--- config.mk ---
export PLATFORM = sky130hd
export DESIGN_NAME = cache_coherence_op_control
export DESIGN_NICKNAME = d
export VERILOG_FILES = /design/src/coh_pkg.sv /design/src/cache_coherence_op_control.sv
export SDC_FILE = /design/constraint.sdc
export NUM_CORES = 1
export LEC_CHECK = 0
export BUFFER_PORTS_ARGS = -buffer_cell sky130_fd_sc_hd__buf_2
export CORE_MARGIN = 3
export CORE_UTILIZATION = 60
export CTS_BUF_LIST = sky130_fd_sc_hd__clkbuf_8
export DETAILED_ROUTE_END_ITERATION = 8
export GPL_ROUTABILITY_DRIVEN = 0
export PLACE_DENSITY = 0.8
export SYNTH_ARGS = -nofsm -noshare
export SYNTH_HDL_FRONTEND = slang
export SYNTH_SLANG_ARGS = --single-unit
--- constraint.sdc ---
create_clock -name clk_i -period 11.73 [get_ports clk_i]
set_clock_uncertainty 0.1 [all_clocks]
set_input_delay 1.7595 -clock clk_i [delete_from_list [all_inputs] [get_ports clk_i]]
set_output_delay 1.7595 -clock clk_i [all_outputs]
set_load 0.01 [all_outputs]
--- src/coh_pkg.sv ---
package coh_pkg;
  localparam int ADDR_W = 8;
  localparam int DATA_W = 32;
  // register byte offsets
  localparam logic [7:0] OFS_L1D_BASE = 8'h00;
  localparam logic [7:0] OFS_L1D_CNT = 8'h04;
  localparam logic [7:0] OFS_L2_BASE = 8'h08;
  localparam logic [7:0] OFS_L2_CNT = 8'h0c;
  localparam logic [7:0] OFS_L1D_WB_BASE = 8'h10;
  localparam logic [7:0] OFS_L1D_WB_CNT = 8'h14;
  localparam logic [7:0] OFS_L1_GINV = 8'h20;
  localparam logic [7:0] OFS_L1_GFLINV = 8'h24;
  localparam logic [7:0] OFS_L2_GINV = 8'h28;
  localparam logic [7:0] OFS_L2_GFLINV = 8'h2c;
  localparam logic [7:0] OFS_FREEZE = 8'h30;
  localparam logic [7:0] OFS_STATUS = 8'h34;
  // field layout
  localparam int CNT_W = 16;
  localparam int GO_BIT = 0;
  localparam int LINE_WORDS = 16;
  localparam logic [31:0] BASE_RST = 32'h0000_0000;
  localparam int SETS_DEF = 64;

  typedef enum logic [1:0] {
    OP_INV,
    OP_FLINV,
    OP_WB
  } op_kind_t;

  typedef struct packed {
    logic [ADDR_W-1:0] addr;
    logic [DATA_W-1:0] wdata;
    logic wr;
    logic rd;
  } reg_req_t;

  typedef struct packed {
    logic valid;
    logic level2;
    op_kind_t kind;
    logic [31:0] addr;
  } line_op_t;
endpackage : coh_pkg

--- src/cache_coherence_op_control.sv ---
// Summary of operation
// - keep an l2 set intact when miss, invalidate and allocates arrive back-to-back
// - writeback-only operations skip the set hazard guard
// - word count reads nonzero while running and zero once finished
// - global command bit 0 reads 1 while running, clears when finished
// - memory fence stalls the core until coherence work is done
// - frozen data cache lets core accesses run beside a flush-invalidate
// - four global operations: invalidate and flush-invalidate per level
//
// Decided for this implementation: the placing of the registers and the plain strobed port.
`timescale 1ns/100ps
`default_nettype none
module cache_coherence_op_control
  import coh_pkg::*;
#(
  parameter int SETS = SETS_DEF,
  parameter int GLOBAL_LINES = 256
) (
  input wire logic clk_i, // core clock
  input wire logic sys_rst_i, // async reset, active high
  input wire coh_pkg::reg_req_t req_i, // register port request
  output logic [coh_pkg::DATA_W-1:0] rdata_o, // read data, cycle after read
  input wire logic fence_req_i, // memory fence instruction issued
  output logic fence_stall_o, // hold the core
  input wire logic mem_req_i, // core memory access request
  input wire logic mem_miss_wr_i, // data-cache write miss
  input wire logic mem_alloc_i, // allocate request toward l2
  input wire logic [$clog2(SETS)-1:0] mem_set_i, // l2 set of the access
  output logic mem_wait_o, // core access must wait
  output coh_pkg::line_op_t line_op_o, // line operation to cache arrays
  input wire logic line_ack_i // cache arrays took the line operation
);
  import coh_pkg::*;

  typedef enum {
    S_IDLE,
    S_ISSUE,
    S_WAIT
  } state_t;

  localparam int SET_W = $clog2(SETS);

  state_t state_r;
  logic [31:0] l1d_base_r, l2_base_r, wb_base_r;
  logic [CNT_W-1:0] l1d_cnt_r, l2_cnt_r, wb_cnt_r;
  logic [3:0] glob_r;
  logic [CNT_W-1:0] glob_cnt_r;
  logic freeze_r;
  logic [1:0] src_r;
  logic [31:0] cur_addr_r;
  logic hazard_r;
  logic [SET_W-1:0] hz_set_r;
  logic [1:0] hz_step_r;
  logic busy;
  logic launch_block;
  logic miss_seen_r;
  logic [SET_W-1:0] miss_set_r;
  logic inv_op;
  logic hz_hit;
  logic alloc_block;
  logic core_block;

  function automatic logic [CNT_W-1:0] cnt_dec(input logic [CNT_W-1:0] c);
    cnt_dec = (c > CNT_W'(LINE_WORDS)) ? c - CNT_W'(LINE_WORDS) : '0;
  endfunction : cnt_dec

  function automatic logic [SET_W-1:0] set_of(input logic [31:0] a);
    set_of = a[6 +: SET_W];
  endfunction : set_of

  assign busy = (state_r != S_IDLE);
  // an invalidating line op currently offered to the arrays
  assign inv_op = line_op_o.valid && (line_op_o.kind != OP_WB);
  assign launch_block = (l1d_cnt_r != '0) || (l2_cnt_r != '0) || (wb_cnt_r != '0) ||
                        (glob_r != '0);

  // base registers and freeze control
  always_ff @(posedge clk_i or posedge sys_rst_i) begin
    if (sys_rst_i) begin
      l1d_base_r <= BASE_RST;
      l2_base_r <= BASE_RST;
      wb_base_r <= BASE_RST;
      freeze_r <= 1'b0;
    end else if (req_i.wr) begin
      case (req_i.addr)
        OFS_L1D_BASE: l1d_base_r <= req_i.wdata;
        OFS_L2_BASE: l2_base_r <= req_i.wdata;
        OFS_L1D_WB_BASE: wb_base_r <= req_i.wdata;
        OFS_FREEZE: freeze_r <= req_i.wdata[0];
        default: ;
      endcase
    end
  end

  // one engine runs operations in order: l1d flinv, l2 flinv, wb, globals
  always_ff @(posedge clk_i or posedge sys_rst_i) begin
    if (sys_rst_i) begin
      state_r <= S_IDLE;
      src_r <= 2'd0;
      cur_addr_r <= '0;
      l1d_cnt_r <= '0;
      l2_cnt_r <= '0;
      wb_cnt_r <= '0;
      glob_r <= '0;
      glob_cnt_r <= '0;
      line_op_o <= '0;
    end else begin
      if (req_i.wr && state_r == S_IDLE) begin
        case (req_i.addr)
          OFS_L1D_CNT: l1d_cnt_r <= req_i.wdata[CNT_W-1:0];
          OFS_L2_CNT: l2_cnt_r <= req_i.wdata[CNT_W-1:0];
          OFS_L1D_WB_CNT: wb_cnt_r <= req_i.wdata[CNT_W-1:0];
          OFS_L1_GINV: glob_r[0] <= req_i.wdata[GO_BIT];
          OFS_L1_GFLINV: glob_r[1] <= req_i.wdata[GO_BIT];
          OFS_L2_GINV: glob_r[2] <= req_i.wdata[GO_BIT];
          OFS_L2_GFLINV: glob_r[3] <= req_i.wdata[GO_BIT];
          default: ;
        endcase
      end
      case (state_r)
        S_IDLE: begin
          if (launch_block && !(req_i.wr)) begin
            state_r <= S_ISSUE;
            if (l1d_cnt_r != '0) begin
              src_r <= 2'd0;
              cur_addr_r <= l1d_base_r;
            end else if (l2_cnt_r != '0) begin
              src_r <= 2'd1;
              cur_addr_r <= l2_base_r;
            end else if (wb_cnt_r != '0) begin
              src_r <= 2'd2;
              cur_addr_r <= wb_base_r;
            end else begin
              src_r <= 2'd3;
              cur_addr_r <= '0;
              glob_cnt_r <= CNT_W'(GLOBAL_LINES);
            end
          end
        end
        S_ISSUE: begin
          line_op_o.valid <= 1'b1;
          line_op_o.addr <= cur_addr_r;
          line_op_o.level2 <= (src_r == 2'd1) || (src_r == 2'd3 && (glob_r[3:2] != '0));
          if (src_r == 2'd2) begin
            line_op_o.kind <= OP_WB;
          end else if (src_r == 2'd3 && (glob_r[0] || glob_r[2]) && !glob_r[1] && !glob_r[3]) begin
            line_op_o.kind <= OP_INV;
          end else begin
            line_op_o.kind <= OP_FLINV;
          end
          state_r <= S_WAIT;
        end
        S_WAIT: begin
          if (line_ack_i) begin
            line_op_o.valid <= 1'b0;
            cur_addr_r <= cur_addr_r + 32'(LINE_WORDS * 4);
            state_r <= S_ISSUE;
            case (src_r)
              2'd0: begin
                l1d_cnt_r <= cnt_dec(l1d_cnt_r);
                if (cnt_dec(l1d_cnt_r) == '0) state_r <= S_IDLE;
              end
              2'd1: begin
                l2_cnt_r <= cnt_dec(l2_cnt_r);
                if (cnt_dec(l2_cnt_r) == '0) state_r <= S_IDLE;
              end
              2'd2: begin
                wb_cnt_r <= cnt_dec(wb_cnt_r);
                if (cnt_dec(wb_cnt_r) == '0) state_r <= S_IDLE;
              end
              default: begin
                glob_cnt_r <= glob_cnt_r - CNT_W'(1);
                if (glob_cnt_r == CNT_W'(1)) begin
                  glob_r <= '0;
                  state_r <= S_IDLE;
                end
              end
            endcase
          end
        end
        default: state_r <= S_IDLE;
      endcase
    end
  end

  // remember the set of a write miss one cycle back, so an invalidate that
  // lands just behind the miss in the same set is still caught
  always_ff @(posedge clk_i or posedge sys_rst_i) begin
    if (sys_rst_i) begin
      miss_seen_r <= 1'b0;
      miss_set_r <= '0;
    end else begin
      miss_seen_r <= mem_miss_wr_i;
      miss_set_r <= mem_set_i;
    end
  end

  // write miss and invalidating line op meet in one set, now or one cycle apart
  always_comb begin
    hz_hit = 1'b0;
    if (inv_op && mem_miss_wr_i && (mem_set_i == set_of(line_op_o.addr))) begin
      hz_hit = 1'b1;
    end
    if (inv_op && miss_seen_r && (miss_set_r == set_of(line_op_o.addr))) begin
      hz_hit = 1'b1;
    end
  end

  // set hazard guard: after an invalidating line op meets a write miss in the
  // same set, hold allocates to that set for two cycles so they cannot merge
  always_ff @(posedge clk_i or posedge sys_rst_i) begin
    if (sys_rst_i) begin
      hazard_r <= 1'b0;
      hz_set_r <= '0;
      hz_step_r <= '0;
    end else if (hz_hit) begin
      hazard_r <= 1'b1;
      hz_set_r <= set_of(line_op_o.addr);
      hz_step_r <= 2'd2;
    end else if (hz_step_r != '0) begin
      hz_step_r <= hz_step_r - 2'd1;
      hazard_r <= (hz_step_r != 2'd1);
    end
  end

  // reasons a core access has to wait
  always_comb begin
    alloc_block = hazard_r && mem_alloc_i && (mem_set_i == hz_set_r);
    core_block = busy && !freeze_r && (src_r != 2'd2);
  end

  // core access arbitration
  always_ff @(posedge clk_i or posedge sys_rst_i) begin
    if (sys_rst_i) begin
      mem_wait_o <= 1'b0;
    end else begin
      mem_wait_o <= mem_req_i && (alloc_block || core_block);
    end
  end

  // fence holds until the engine, any pending launch and the set hazard hold are done
  always_ff @(posedge clk_i or posedge sys_rst_i) begin
    if (sys_rst_i) begin
      fence_stall_o <= 1'b0;
    end else begin
      fence_stall_o <= fence_req_i && (busy || launch_block || hazard_r);
    end
  end

  // register reads
  always_ff @(posedge clk_i or posedge sys_rst_i) begin
    if (sys_rst_i) begin
      rdata_o <= '0;
    end else if (req_i.rd) begin
      case (req_i.addr)
        OFS_L1D_BASE: rdata_o <= l1d_base_r;
        OFS_L2_BASE: rdata_o <= l2_base_r;
        OFS_L1D_WB_BASE: rdata_o <= wb_base_r;
        OFS_L1D_CNT: rdata_o <= 32'(l1d_cnt_r);
        OFS_L2_CNT: rdata_o <= 32'(l2_cnt_r);
        OFS_L1D_WB_CNT: rdata_o <= 32'(wb_cnt_r);
        OFS_L1_GINV: rdata_o <= {31'h0000_0000, glob_r[0]};
        OFS_L1_GFLINV: rdata_o <= {31'h0000_0000, glob_r[1]};
        OFS_L2_GINV: rdata_o <= {31'h0000_0000, glob_r[2]};
        OFS_L2_GFLINV: rdata_o <= {31'h0000_0000, glob_r[3]};
        OFS_FREEZE: rdata_o <= {31'h0000_0000, freeze_r};
        OFS_STATUS: rdata_o <= {30'h0000_0000, hazard_r, busy};
        default: rdata_o <= '0;
      endcase
    end else begin
      rdata_o <= '0;
    end
  end
endmodule : cache_coherence_op_control
`default_nettype wire

; Yosys cells after proc, flatten, opt, wreduce, memory -nomap -nowiden
; Cells that the tools add are included.
[word_totals]
ff_bits = 317
in_bits = 55
output_inout_bits = 70
elab_cells = 181
[classes]
addsub = 6
magnitude_cmp = 3
eq_ne = 29
muxes = 63
reduce_logical = 56
[op_table]
columns = operator, n
row1 = 16-bit 2-to-1 mux, 24
row2 = 32-bit one-hot mux with 12 select lines, 1
row3 = 32-bit 2-to-1 mux, 8
row4 = 32-bit one-hot mux with 3 select lines, 2
row5 = 32-bit zero test, 2
row6 = 32-bit one-hot mux with 2 select lines, 1
row7 = "8-bit by 6-bit equality test with 1-bit output, second input constant", 6
row8 = "16-bit by 5-bit > comparator with 1-bit output, second input constant", 3
row9 = 16-bit zero test, 3
row10 = 16-bit nonzero test, 3
row11 = "16-bit by 5-bit subtractor with 16-bit output, second input constant", 3
row12 = "32-bit by 7-bit adder with 32-bit output, second input constant", 1
row13 = "32-bit by 1-bit equality test with 1-bit output, second input constant", 1
row14 = "32-bit by 2-bit equality test with 1-bit output, second input constant", 1
row15 = 16-bit one-hot mux with 2 select lines, 1
row16 = 32-bit nonzero test, 1
row17 = 4-bit 2-to-1 mux, 5
row18 = 6-bit equality test, 3
row19 = 1-bit logical AND, 17
row20 = "16-bit by 1-bit equality test with 1-bit output, second input constant", 1
row21 = "8-bit by 4-bit equality test with 1-bit output, second input constant", 2
row22 = "8-bit by 5-bit equality test with 1-bit output, second input constant", 2
row23 = "2-bit inequality test, second input constant", 8
row24 = "16-bit by 1-bit subtractor with 16-bit output, second input constant", 1
row25 = 18 further kinds, 57

; Logic depth before layout (Yosys ltp)
; Gate-level depths: netlist of the first run.
[depth]
depth_word = 7
mapped_depth = 11
ltp_nobuf = 8

; Worst setup path after synthesis of the first run
; Ideal clock, no wire load.
[synth_path]
path_kind = input-to-reg
from = input port line_ack_i
to = register l2_cnt_r[7]
setup_time_ns = 0.065
arrival_ns = 3.416
path_slack_ns = 8.149
path_stages = 9
n_path_buf = 3
path_cell_list = clkbuf_1 > nand3b_1 > nor3b_1 > o21ai_0 > clkbuf_1 > clkbuf_1 > o21ai_0 > nand2_1 > nand2_1
[synth_between]
elab_chain_cells = 2
[synth_rtl]
columns = item, line_no
row1 = "start, declared", cache_coherence_op_control.sv:31  ; input wire logic line_ack_i
row2 = 16-bit 2-to-1 mux, cache_coherence_op_control.sv:154  ; if (line_ack_i) begin
row3 = 16-bit 2-to-1 mux, cache_coherence_op_control.sv:120  ; case (state_r)
row4 = "end signal, assigned", cache_coherence_op_control.sv:111  ; OFS_L2_CNT: l2_cnt_r <= req_i.wdata[CNT_W-1:0];
row5 = "end signal, assigned", cache_coherence_op_control.sv:164  ; l2_cnt_r <= cnt_dec(l2_cnt_r);
row6 = "end, declared", cache_coherence_op_control.sv:45  ; logic [CNT_W-1:0] l1d_cnt_r, l2_cnt_r, wb_cnt_r;
; Every way passes these cells.
; A chain may end at the register's enable or synchronous reset.

; Final worst setup path of the first run
[layout_path]
from = input port req_i[37] in the netlist's numbering
to = register wb_base_r[9]
[layout_between]
elab_chain_cells = 2
[layout_rtl]
columns = item, line_no
row1 = "start, declared", cache_coherence_op_control.sv:21  ; input wire coh_pkg::reg_req_t req_i,
row2 = 8-bit by 5-bit equality test with 1-bit output, cache_coherence_op_control.sv:85  ; case (req_i.addr)
row3 = 2-bit AND reduction (no line), --
row4 = "end signal, assigned", cache_coherence_op_control.sv:88  ; OFS_L1D_WB_BASE: wb_base_r <= req_i.wdata;
row5 = "end, declared", cache_coherence_op_control.sv:44  ; logic [31:0] l1d_base_r, l2_base_r, wb_base_r;
; Every way passes these cells.

==> impl_metrics.ini, run 1 <==
[global_route]
grt_util_all_layers_pct = 30.0
antenna_found_initial = 0
grt-ovfl-total = 0
grt_pass1_vias = 11700
grt_pass1_wl_um = 63300
grt_max_degree = 153

[yosys]
synth_ff_type = dfrtp_1
synth_adder_area_share_pct = 1.20
yosys_warnings = 0
synthCells = 1357
synth_top_area_share_pct = 49.0
synthesis.area_sq_um = 14700
yosysUniqueCellTypes = 74
synth_edf_count = 0
synth_top_family_by_area = compound AO/OA/AOI/OAI gates
async_reset_ff_share_pct = 100
yosysMostFrequentCell = dfrtp_1
yosys.area_share.simple_pct = 14.1
synth_top_area_cell = dfrtp_1
synth_compound_area_share_pct = 15.6
synthTopCellsByArea = dfrtp_1, mux2_2, nand2_1, nor2_1, o21ai_0
ys_seq_elements = 287
synth_common_cells = dfrtp_1, mux2_2, nand2_1
avgSynthCellArea_sq_um = 10.8
synthMuxAreaShare_pct = 14.3
synth_xor_area_share_pct = 2.63
seq_area_frac_synth_pct = 49.0
synth_fp_nets = 1426

[place]
placed_cells = 1721
portBuffers = 124
hpwl_um = 26600
pre_cts_slack_ps = 6710

[detailed_routing]
vias = 11800
drc = 0
wirelength_um = 39300
postRouteAntennaNets = 0
wl_per_cell_um = 21.7
via_per_inst = 6.54
first_pass_iters = 7
drt_iter0_drc = 1455

[timing]
finalCritPeriodShare_pct = 38.7
setup-violations-final = 0
drv_slew = 0
final.setup.worst_slack_ps = 7190
tns_ps = 0
rsz0062_at_grt = false
relSlewSlack_pct = 30.8
hold_viol = 0
tightest_slew_ps = 1040
fmax_ghz = 0.220
post-route-min-period_ps = 4540

[clock_network]
path_clk_slew_ps = 60
tritoncts = built
root_buffer = clkbuf_8
numCtsBuffers = 48
cts_buffer_depth = 3
clk_latency_ps = 570
cts_hold_buffers = 0
htreeDepth = 2
cts-resized-gates = 0
post_cts_buffers = 0
clock_sinks = 287

[power]
power_w = 0.00421
ir_drop_mv = 0.268
leakagePower_nw = 7.65
p_per_area_nw_per_um2 = 256

[floorplanning]
dieArea_sq_um = 26300
rows = 56
start_util_pct = 61.7
pin_count = 125
coreArea_sq_um = 23800
die_h_um = 162
die_w_um = 162

[worst_setup_path]
required_ps = 12070
cp-end-kind = register
cp_max_fo = 39
worst-setup-path-type = input port to register
arrival_ps = 4870
r2r_setup_slack_ps = 8420
startpoint_type = input port

[job]
max-cap-violations = 0

[run_status]
outcome = complete, no violations

[final_layout]
nets = 1521
drive_gt1_share_pct = 29.4
n_antenna_cell = 0
area_growth_pct = 12.4
fillers = 1717
fin_cells = 1811

[min_path]
hold_path.class = register to register
-- registers in the layout, indices dropped and copies added, names as in the netlist, 16 cells and up --
signal / cells
line_op_o: 36
cur_addr_r: 32
l1d_base_r: 32
l2_base_r: 32
rdata_o: 32
wb_base_r: 32
glob_cnt_r: 16
l1d_cnt_r: 16
l2_cnt_r: 16
wb_cnt_r: 16
-- per-layer routing --
layer  global-route usage (%)  routed length (um)  vias up
met3                     5.25                3430      118
met4                     11.7                1540        0
met1                     43.3               16400     5836
met5                        0                   0        -
li1                         -                   -     5269
met2                     45.6               17900      623
-- per-stage QoR --
stage               util [%]  hold WS [ps]  cell area (sq um)
floorplan                  -           346              14700
global placement        64.9           362              15400
detailed placement      64.9           371              15400
CTS                     69.3           385              16500
global route            69.3           404              16500
finish                  69.3           382              16500
-- power breakdown --
group / total, W / switching (W) / internal [W]
clock network: 0.000944 / 0.000407 / 0.000537
registers: 0.00154 / 0.000328 / 0.00121
logic: 0.00173 / 0.00107 / 0.000657
-- critical path: stages --
cell and delay, ps:
buf_2 400, nor4_1 660, and3_1 240, buf_4 370, nand2_1 610, buf_4 460, mux2_2 310
-- path summary, 6_finish.rpt --
path	from	endpoint	cells after the start
min in group asynchronous	sys_rst_i	freeze_r	2
setup / recovery	req_i[37]	wb_base_r[9]	7
hold / removal	cur_addr_r[2]	cur_addr_r[2]	2
hold reg to reg	cur_addr_r[2]	cur_addr_r[2]	2
max in group asynchronous	sys_rst_i	l1d_base_r[4]	3
setup reg to reg	state_r[0]	l2_cnt_r[13]	6
-- cell families (layout without fill, tap and decap cells) --
kind of cell,Yosys count,count (layout)
buffers and inverters,111,246
AO/OA/AOI/OAI,319,319
XOR/XNOR,44,44
adder cells (fa/ha/maj),14,14
multiplexers,188,188
AND/OR/NAND/NOR,394,394
flip-flops,287,287
-- cell type report --
| type | instances | area (sq um) | share of cell area, % |
|---|---|---|---|
| Clock buffer | 68 | 936 | 5.68 |
| Inverter | 16 | 67.6 | 0.410 |
| Timing Repair Buffer | 140 | 741 | 4.50 |
| Sequential cell | 287 | 7180 | 43.6 |
| Multi-Input combinational cell | 959 | 7020 | 42.6 |
| Tap cell | 319 | 399 | 2.42 |
| Clock inverter | 22 | 128 | 0.775 |
-- placed cells by master (no fill, tap or decap), types with 17 or more instances in the layout --
cell,synthesis,routed
a21oi_1,47,47
a221o_1,23,23
a22oi_1,35,35
and3_1,17,17
buf_2,14,124
clkbuf_8,0,68
dfrtp_1,287,287
inv_1,16,25
mux2_2,176,176
nand2_1,106,106
nand3_1,32,32
nor2_1,101,100
nor3_1,28,28
o21ai_0,71,70
xnor2_1,25,25
xor2_1,19,19
Power figures use the tool's default switching activity.
==> inputs of run 2 (changes only) <==
--- a/config.mk
+++ b/config.mk
@@ -5,6 +5,7 @@
 export SDC_FILE = /design/constraint.sdc
 export NUM_CORES = 1
 export LEC_CHECK = 0
+export ABC_AREA = 1
 export BUFFER_PORTS_ARGS = -buffer_cell sky130_fd_sc_hd__buf_2
 export CORE_MARGIN = 3
 export CORE_UTILIZATION = 60
==> constraint.sdc (replaced) <==
create_clock -name clk_i -period 4.45 [get_ports clk_i]
set_clock_uncertainty 0.1 [all_clocks]
set_input_delay 0.6675 -clock clk_i [delete_from_list [all_inputs] [get_ports clk_i]]
set_output_delay 0.6675 -clock clk_i [all_outputs]
set_load 0.01 [all_outputs]
==> impl_metrics.ini, run 2 <==
[run_status]
outcome = complete, no violations

[floorplanning]
die_h_um = 166
rows = 57
coreArea_sq_um = 24700
start_util_pct = 62.0
dieArea_sq_um = 27500
die_w_um = 166
pin_count = 125

[yosys]
synthCells = 1986
synth_common_cells = nand2_1, dfrtp_1, o21ai_0
ys_seq_elements = 287
yosysMostFrequentCell = nand2_1
synth_top_area_cell = dfrtp_1
synth_fp_nets = 2055
synth_edf_count = 0
async_reset_ff_share_pct = 100
yosys_warnings = 0
yosysUniqueCellTypes = 53
avgSynthCellArea_sq_um = 7.73
synth_top_area_share_pct = 46.8
synthTopCellsByArea = dfrtp_1, nand2_1, o21ai_0, inv_1, nor2_1
seq_area_frac_synth_pct = 46.8
synth_ff_type = dfrtp_1
synthesis.area_sq_um = 15300

[power]
p_per_area_nw_per_um2 = 486
ir_drop_mv = 0.341
leakagePower_nw = 8.17

[worst_setup_path]
startpoint_type = register
worst-setup-path-type = register to register
cp-end-kind = register
required_ps = 4750
arrival_ps = 3480
cp_max_fo = 51

[timing]
drv_slew = 0
rsz0062_at_grt = false
post-route-min-period_ps = 3180
hold_viol = 0
finalCritPeriodShare_pct = 71.5
final.setup.worst_slack_ps = 1270
tightest_slew_ps = 1180
relSlewSlack_pct = 21.0
fmax_ghz = 0.314
whs_ps = 122
tns_ps = 0
setup-violations-final = 0

[detailed_routing]
drc = 0
wl_per_cell_um = 18.3
wirelength_um = 44700
first_pass_iters = 7
postRouteAntennaNets = 0
via_per_inst = 6.04
drt_iter0_drc = 1874
vias = 14700

[clock_network]
clock_sinks = 287
root_buffer = clkbuf_8
post_cts_buffers = 0
cts-resized-gates = 0
path_clk_slew_ps = 60
htreeDepth = 2
clk_latency_ps = 580
tritoncts = built
numCtsBuffers = 47
cts_hold_buffers = 0
cts_buffer_depth = 3

[final_layout]
fin_area_sq_um = 17000
area_growth_pct = 10.8
regMostFlops = line_op_o
mostFrequentLayoutCells = nand2_1, dfrtp_1, o21ai_0, inv_1, nor2_1
n_antenna_cell = 0
drive_gt1_share_pct = 12.2
layout_commonest_cell = nand2_1
largest_register_ffs = 36
final_core_util_pct = 68.8
nets = 2158

[place]
pre_cts_slack_ps = 1160
portBuffers = 124
postPlaceCellArea_sq_um = 16200
hpwl_um = 31100

[global_route]
grt_pass1_vias = 13700
grt_max_degree = 114
grt_pass1_wl_um = 72000
antenna_found_initial = 1
grt_util_all_layers_pct = 31.8
grt-ovfl-total = 0

[job]
max-cap-violations = 0

[min_path]
hold_path.class = input port to register
run 2: worst max-delay path, stage by stage (launching register included):
cell and delay, ps:
dfrtp_1 410, nor2_1 170, nand2_1 90, nor2_2 170, nand3_2 480, nor2_4 290
nand4_2 160, nand3_2 240, nand2_2 530, o21ai_1 250, o21ai_1 110
run 2: worst paths after layout:
check,start,to,slack (ps),cells after the start
max in group asynchronous,sys_rst_i,l1d_cnt_r[6],2980,3
max reg2reg,l1d_cnt_r[13],cur_addr_r[21],1270,10
min,mem_miss_wr_i,miss_seen_r,120,1
min reg2reg,line_op_o[3],line_op_o[3],370,2
min in group asynchronous,sys_rst_i,line_op_o[20],190,2
max,l1d_cnt_r[13],cur_addr_r[21],1270,10
run 2: metal layers:
metal  wire length, um  global-route usage (%)  vias up
li1                  -                       -     6777
met2             19700                    47.8      901
met4              2130                    13.6        2
met3              4590                    6.38      164
met1             18200                    45.3     6897
met5                13                       0        -
run 2: cell type report:
| class | instances | area (sq um) |
|---|---|---|
| multi-input cells | 1362 | 6850 |
| repair buffers | 139 | 771 |
| inverters | 252 | 952 |
| well taps | 324 | 405 |
| fillers | 2043 | 7730 |
| clock inverters | 23 | 100 |
| flip-flops and latches | 287 | 7180 |
| clock buffers | 55 | 757 |
run 2: power breakdown:
group,total (W),switching (W),internal (W)
registers,0.00364,0.000521,0.00312
clock network,0.00216,0.00104,0.00111
logic,0.00248,0.00164,0.000838
total,0.00828,0.00320,0.00507
run 2: kinds of logic after synthesis:
logic type / Yosys count / synth area share [%]
buffers and inverters: 337 / 8.68
adders and majority gates: 14 / 1.14
AOI/OAI and AO/OA: 528 / 19.6
and+or+nand+nor: 775 / 21.3
xor gates and xnor gates: 45 / 2.57
DFF: 287 / 46.8
run 2: metrics by stage:
stage          power [W]  std cells
4_1_cts          0.00825       2442
2_1_floorplan    0.00534       1986
3_3_place_gp     0.00598       2364
5_1_grt          0.00882       2442
6_report         0.00828       2442
3_5_place_dp     0.00609       2364
==> inputs of run 3 (changes only) <==
--- a/config.mk
+++ b/config.mk
@@ -8,11 +8,11 @@
 export ABC_AREA = 1
 export BUFFER_PORTS_ARGS = -buffer_cell sky130_fd_sc_hd__buf_2
 export CORE_MARGIN = 3
-export CORE_UTILIZATION = 60
+export CORE_UTILIZATION = 56
 export CTS_BUF_LIST = sky130_fd_sc_hd__clkbuf_8
 export DETAILED_ROUTE_END_ITERATION = 8
 export GPL_ROUTABILITY_DRIVEN = 0
-export PLACE_DENSITY = 0.8
+export PLACE_DENSITY = 0.78
 export SYNTH_ARGS = -nofsm -noshare
 export SYNTH_HDL_FRONTEND = slang
 export SYNTH_SLANG_ARGS = --single-unit
==> constraint.sdc (replaced) <==
create_clock -name clk_i -period 2.7 [get_ports clk_i]
set_clock_uncertainty 0.1 [all_clocks]
set_input_delay 0.405 -clock clk_i [delete_from_list [all_inputs] [get_ports clk_i]]
set_output_delay 0.405 -clock clk_i [all_outputs]
set_load 0.01 [all_outputs]
==> impl_metrics.ini, run 3 (same netlist as run 2, synthesis figures left out) <==
[power]
switching_share_pct = 38.3
p_per_area_nw_per_um2 = 807
leakagePower_nw = 8.47
comb_power_share_pct = 30.1
switching_power_w = 0.00543
seqPwrFrac_pct = 42.0
clkPwrFrac_pct = 27.9
ir_drop_mv = 0.701
p_int_w = 0.00877

[worst_setup_path]
cp-end-kind = register
cpPeakStageDelay_ps = 380
required_ps = 3050
worst-setup-path-type = register to register
crit_top_cell = nand2_1
startpoint_type = register
cp_max_fo = 13
crit_slowest_cell = dfrtp_1
arrival_ps = 2880
crit_chain = inv_1 -> ha_1 -> nand2_1 -> inv_1 -> o21ai_2 -> buf_4 -> nand3_1 -> nand2_1 -> nor2_1 -> nand3_1 -> nand2_1 -> nand3_1 -> nand2_1 -> nand2_1

[final_layout]
regMostFlops = line_op_o
fin_area_sq_um = 17600
fillers = 2242
n_antenna_cell = 0
area_growth_pct = 14.7
drive_gt1_share_pct = 14.1
mostFrequentLayoutCells = nand2_1, dfrtp_1, o21ai_0, inv_1, nor2_1
largest_register_ffs = 36
layout_commonest_cell = nand2_1
nets = 2207

[clock_network]
path_clk_slew_ps = 70
htreeDepth = 2
cts_buffer_depth = 3
tritoncts = built
clock_sinks = 287
numCtsBuffers = 49
root_buffer = clkbuf_8
clk_latency_ps = 580

[floorplanning]
die_h_um = 172
die_w_um = 172
rows = 59
pin_count = 125
dieArea_sq_um = 29400
start_util_pct = 57.9
coreArea_sq_um = 26500

[detailed_routing]
wirelength_um = 46800
drc = 0
drt_iter0_drc = 1802
postRouteAntennaNets = 0
via_per_inst = 5.93
vias = 14900
wl_per_cell_um = 18.7
first_pass_iters = 6

[timing]
setup-violations-final = 0
rsz0062_at_grt = false
relSlewSlack_pct = 49.4
post-route-min-period_ps = 2530
final.setup.worst_slack_ps = 169
tightest_slew_ps = 759
fmax_ghz = 0.395
hold_viol = 0
drv_slew = 0
finalCritPeriodShare_pct = 93.8

[place]
portBuffers = 124
postPlaceCellArea_sq_um = 16500
pre_cts_slack_ps = -4.38
hpwl_um = 32400

[global_route]
antenna_found_initial = 1
grt-ovfl-total = 0
grt_max_degree = 65
grt_pass1_vias = 14000
grt_pass1_wl_um = 73700
grt_util_all_layers_pct = 31.7

[run_status]
outcome = complete, no violations

[job]
max-cap-violations = 0

[min_path]
hold_path.class = input port to register
==> run 3: changes by cell type in the layout (fill, tap and decap cells not counted), moves of 4 or more <==
cell / delta
clkbuf_8: +7
buf_4: +31
buf_12: +4
dlygate4sd3_1: +12
==> run 3: path summary, 6_finish.rpt <==
| kind | from | end | slack, ps | cells after the start |
|---|---|---|---|---|
| setup / recovery | l1d_cnt_r[4] | state_r[0] | 170 | 14 |
| hold / removal | req_i[26] | l1d_base_r[24] | 30 | 3 |
| setup reg to reg | l1d_cnt_r[4] | state_r[0] | 170 | 14 |
| hold reg to reg | line_op_o[4] | line_op_o[4] | 370 | 2 |
| max in group asynchronous | sys_rst_i | fence_stall_o | 1330 | 4 |
| min in group asynchronous | sys_rst_i | line_op_o[24] | 400 | 3 |
==> run 3: final cells by class <==
class	instances	area, sq um	area share (%)
Multi-Input combinational cell	1362	6850	38.9
Tap cell	335	419	2.38
Timing Repair Buffer	186	1200	6.84
Clock inverter	25	140	0.796
Clock buffer	62	853	4.85
Inverter	252	952	5.41
Sequential cell	287	7180	40.8
==> run 3: critical path, delay by kind of cell (launching register included) <==
family | cells | cell delay (ps)
and+or+nand+nor | 9 | 1020
buffers and inverters | 3 | 500
DFF | 1 | 380
adders and majority gates | 1 | 300
AOI/OAI and AO/OA | 1 | 100
==> run 3: repair_timing <==
action                                  4_1_cts  5_1_grt
buffers inserted                              0        1
resized for setup                             0        2
endpoints found under the hold margin        30        0
hold buffers                                 12        0
endpoints found under the setup margin        0        1
==> run 3: routing by layer <==
| metal | wire length (um) | GRT usage [%] | share of wire, % |
|---|---|---|---|
| met1 | 18300 | 42.9 | 39 |
| met2 | 20400 | 48.0 | 44 |
| met3 | 5480 | 7.38 | 12 |
| met4 | 2620 | 16.1 | 5.6 |
| met5 | 13 | 0 | 0.028 |
==> run 3: metrics by stage <==
step | hold WS [ps] | std cells | power (W) | util [%] | setup TNS [ps]
finish | 27.3 | 2509 | 0.0142 | 66.4 | 0
global placement | 351 | 2409 | 0.00998 | 62.1 | -231
global route | 33.9 | 2509 | 0.0151 | 66.4 | 0
CTS | 3.84 | 2508 | 0.0141 | 66.3 | 0
detailed placement | 359 | 2409 | 0.0102 | 62.1 | -4.59
floorplan | 336 | 1986 | 0.00880 | - | -462130
==> run 3: power groups by stage <==
stage	combinational, W	clock (W)	sequential, W
final	0.00428	0.00396	0.00596
after global routing	0.00481	0.00422	0.00605
after CTS	0.00422	0.00400	0.00593
after detailed placement	0.00417	0	0.00599
after global placement	0.00403	0	0.00595
after floorplan	0.00292	0	0.00589
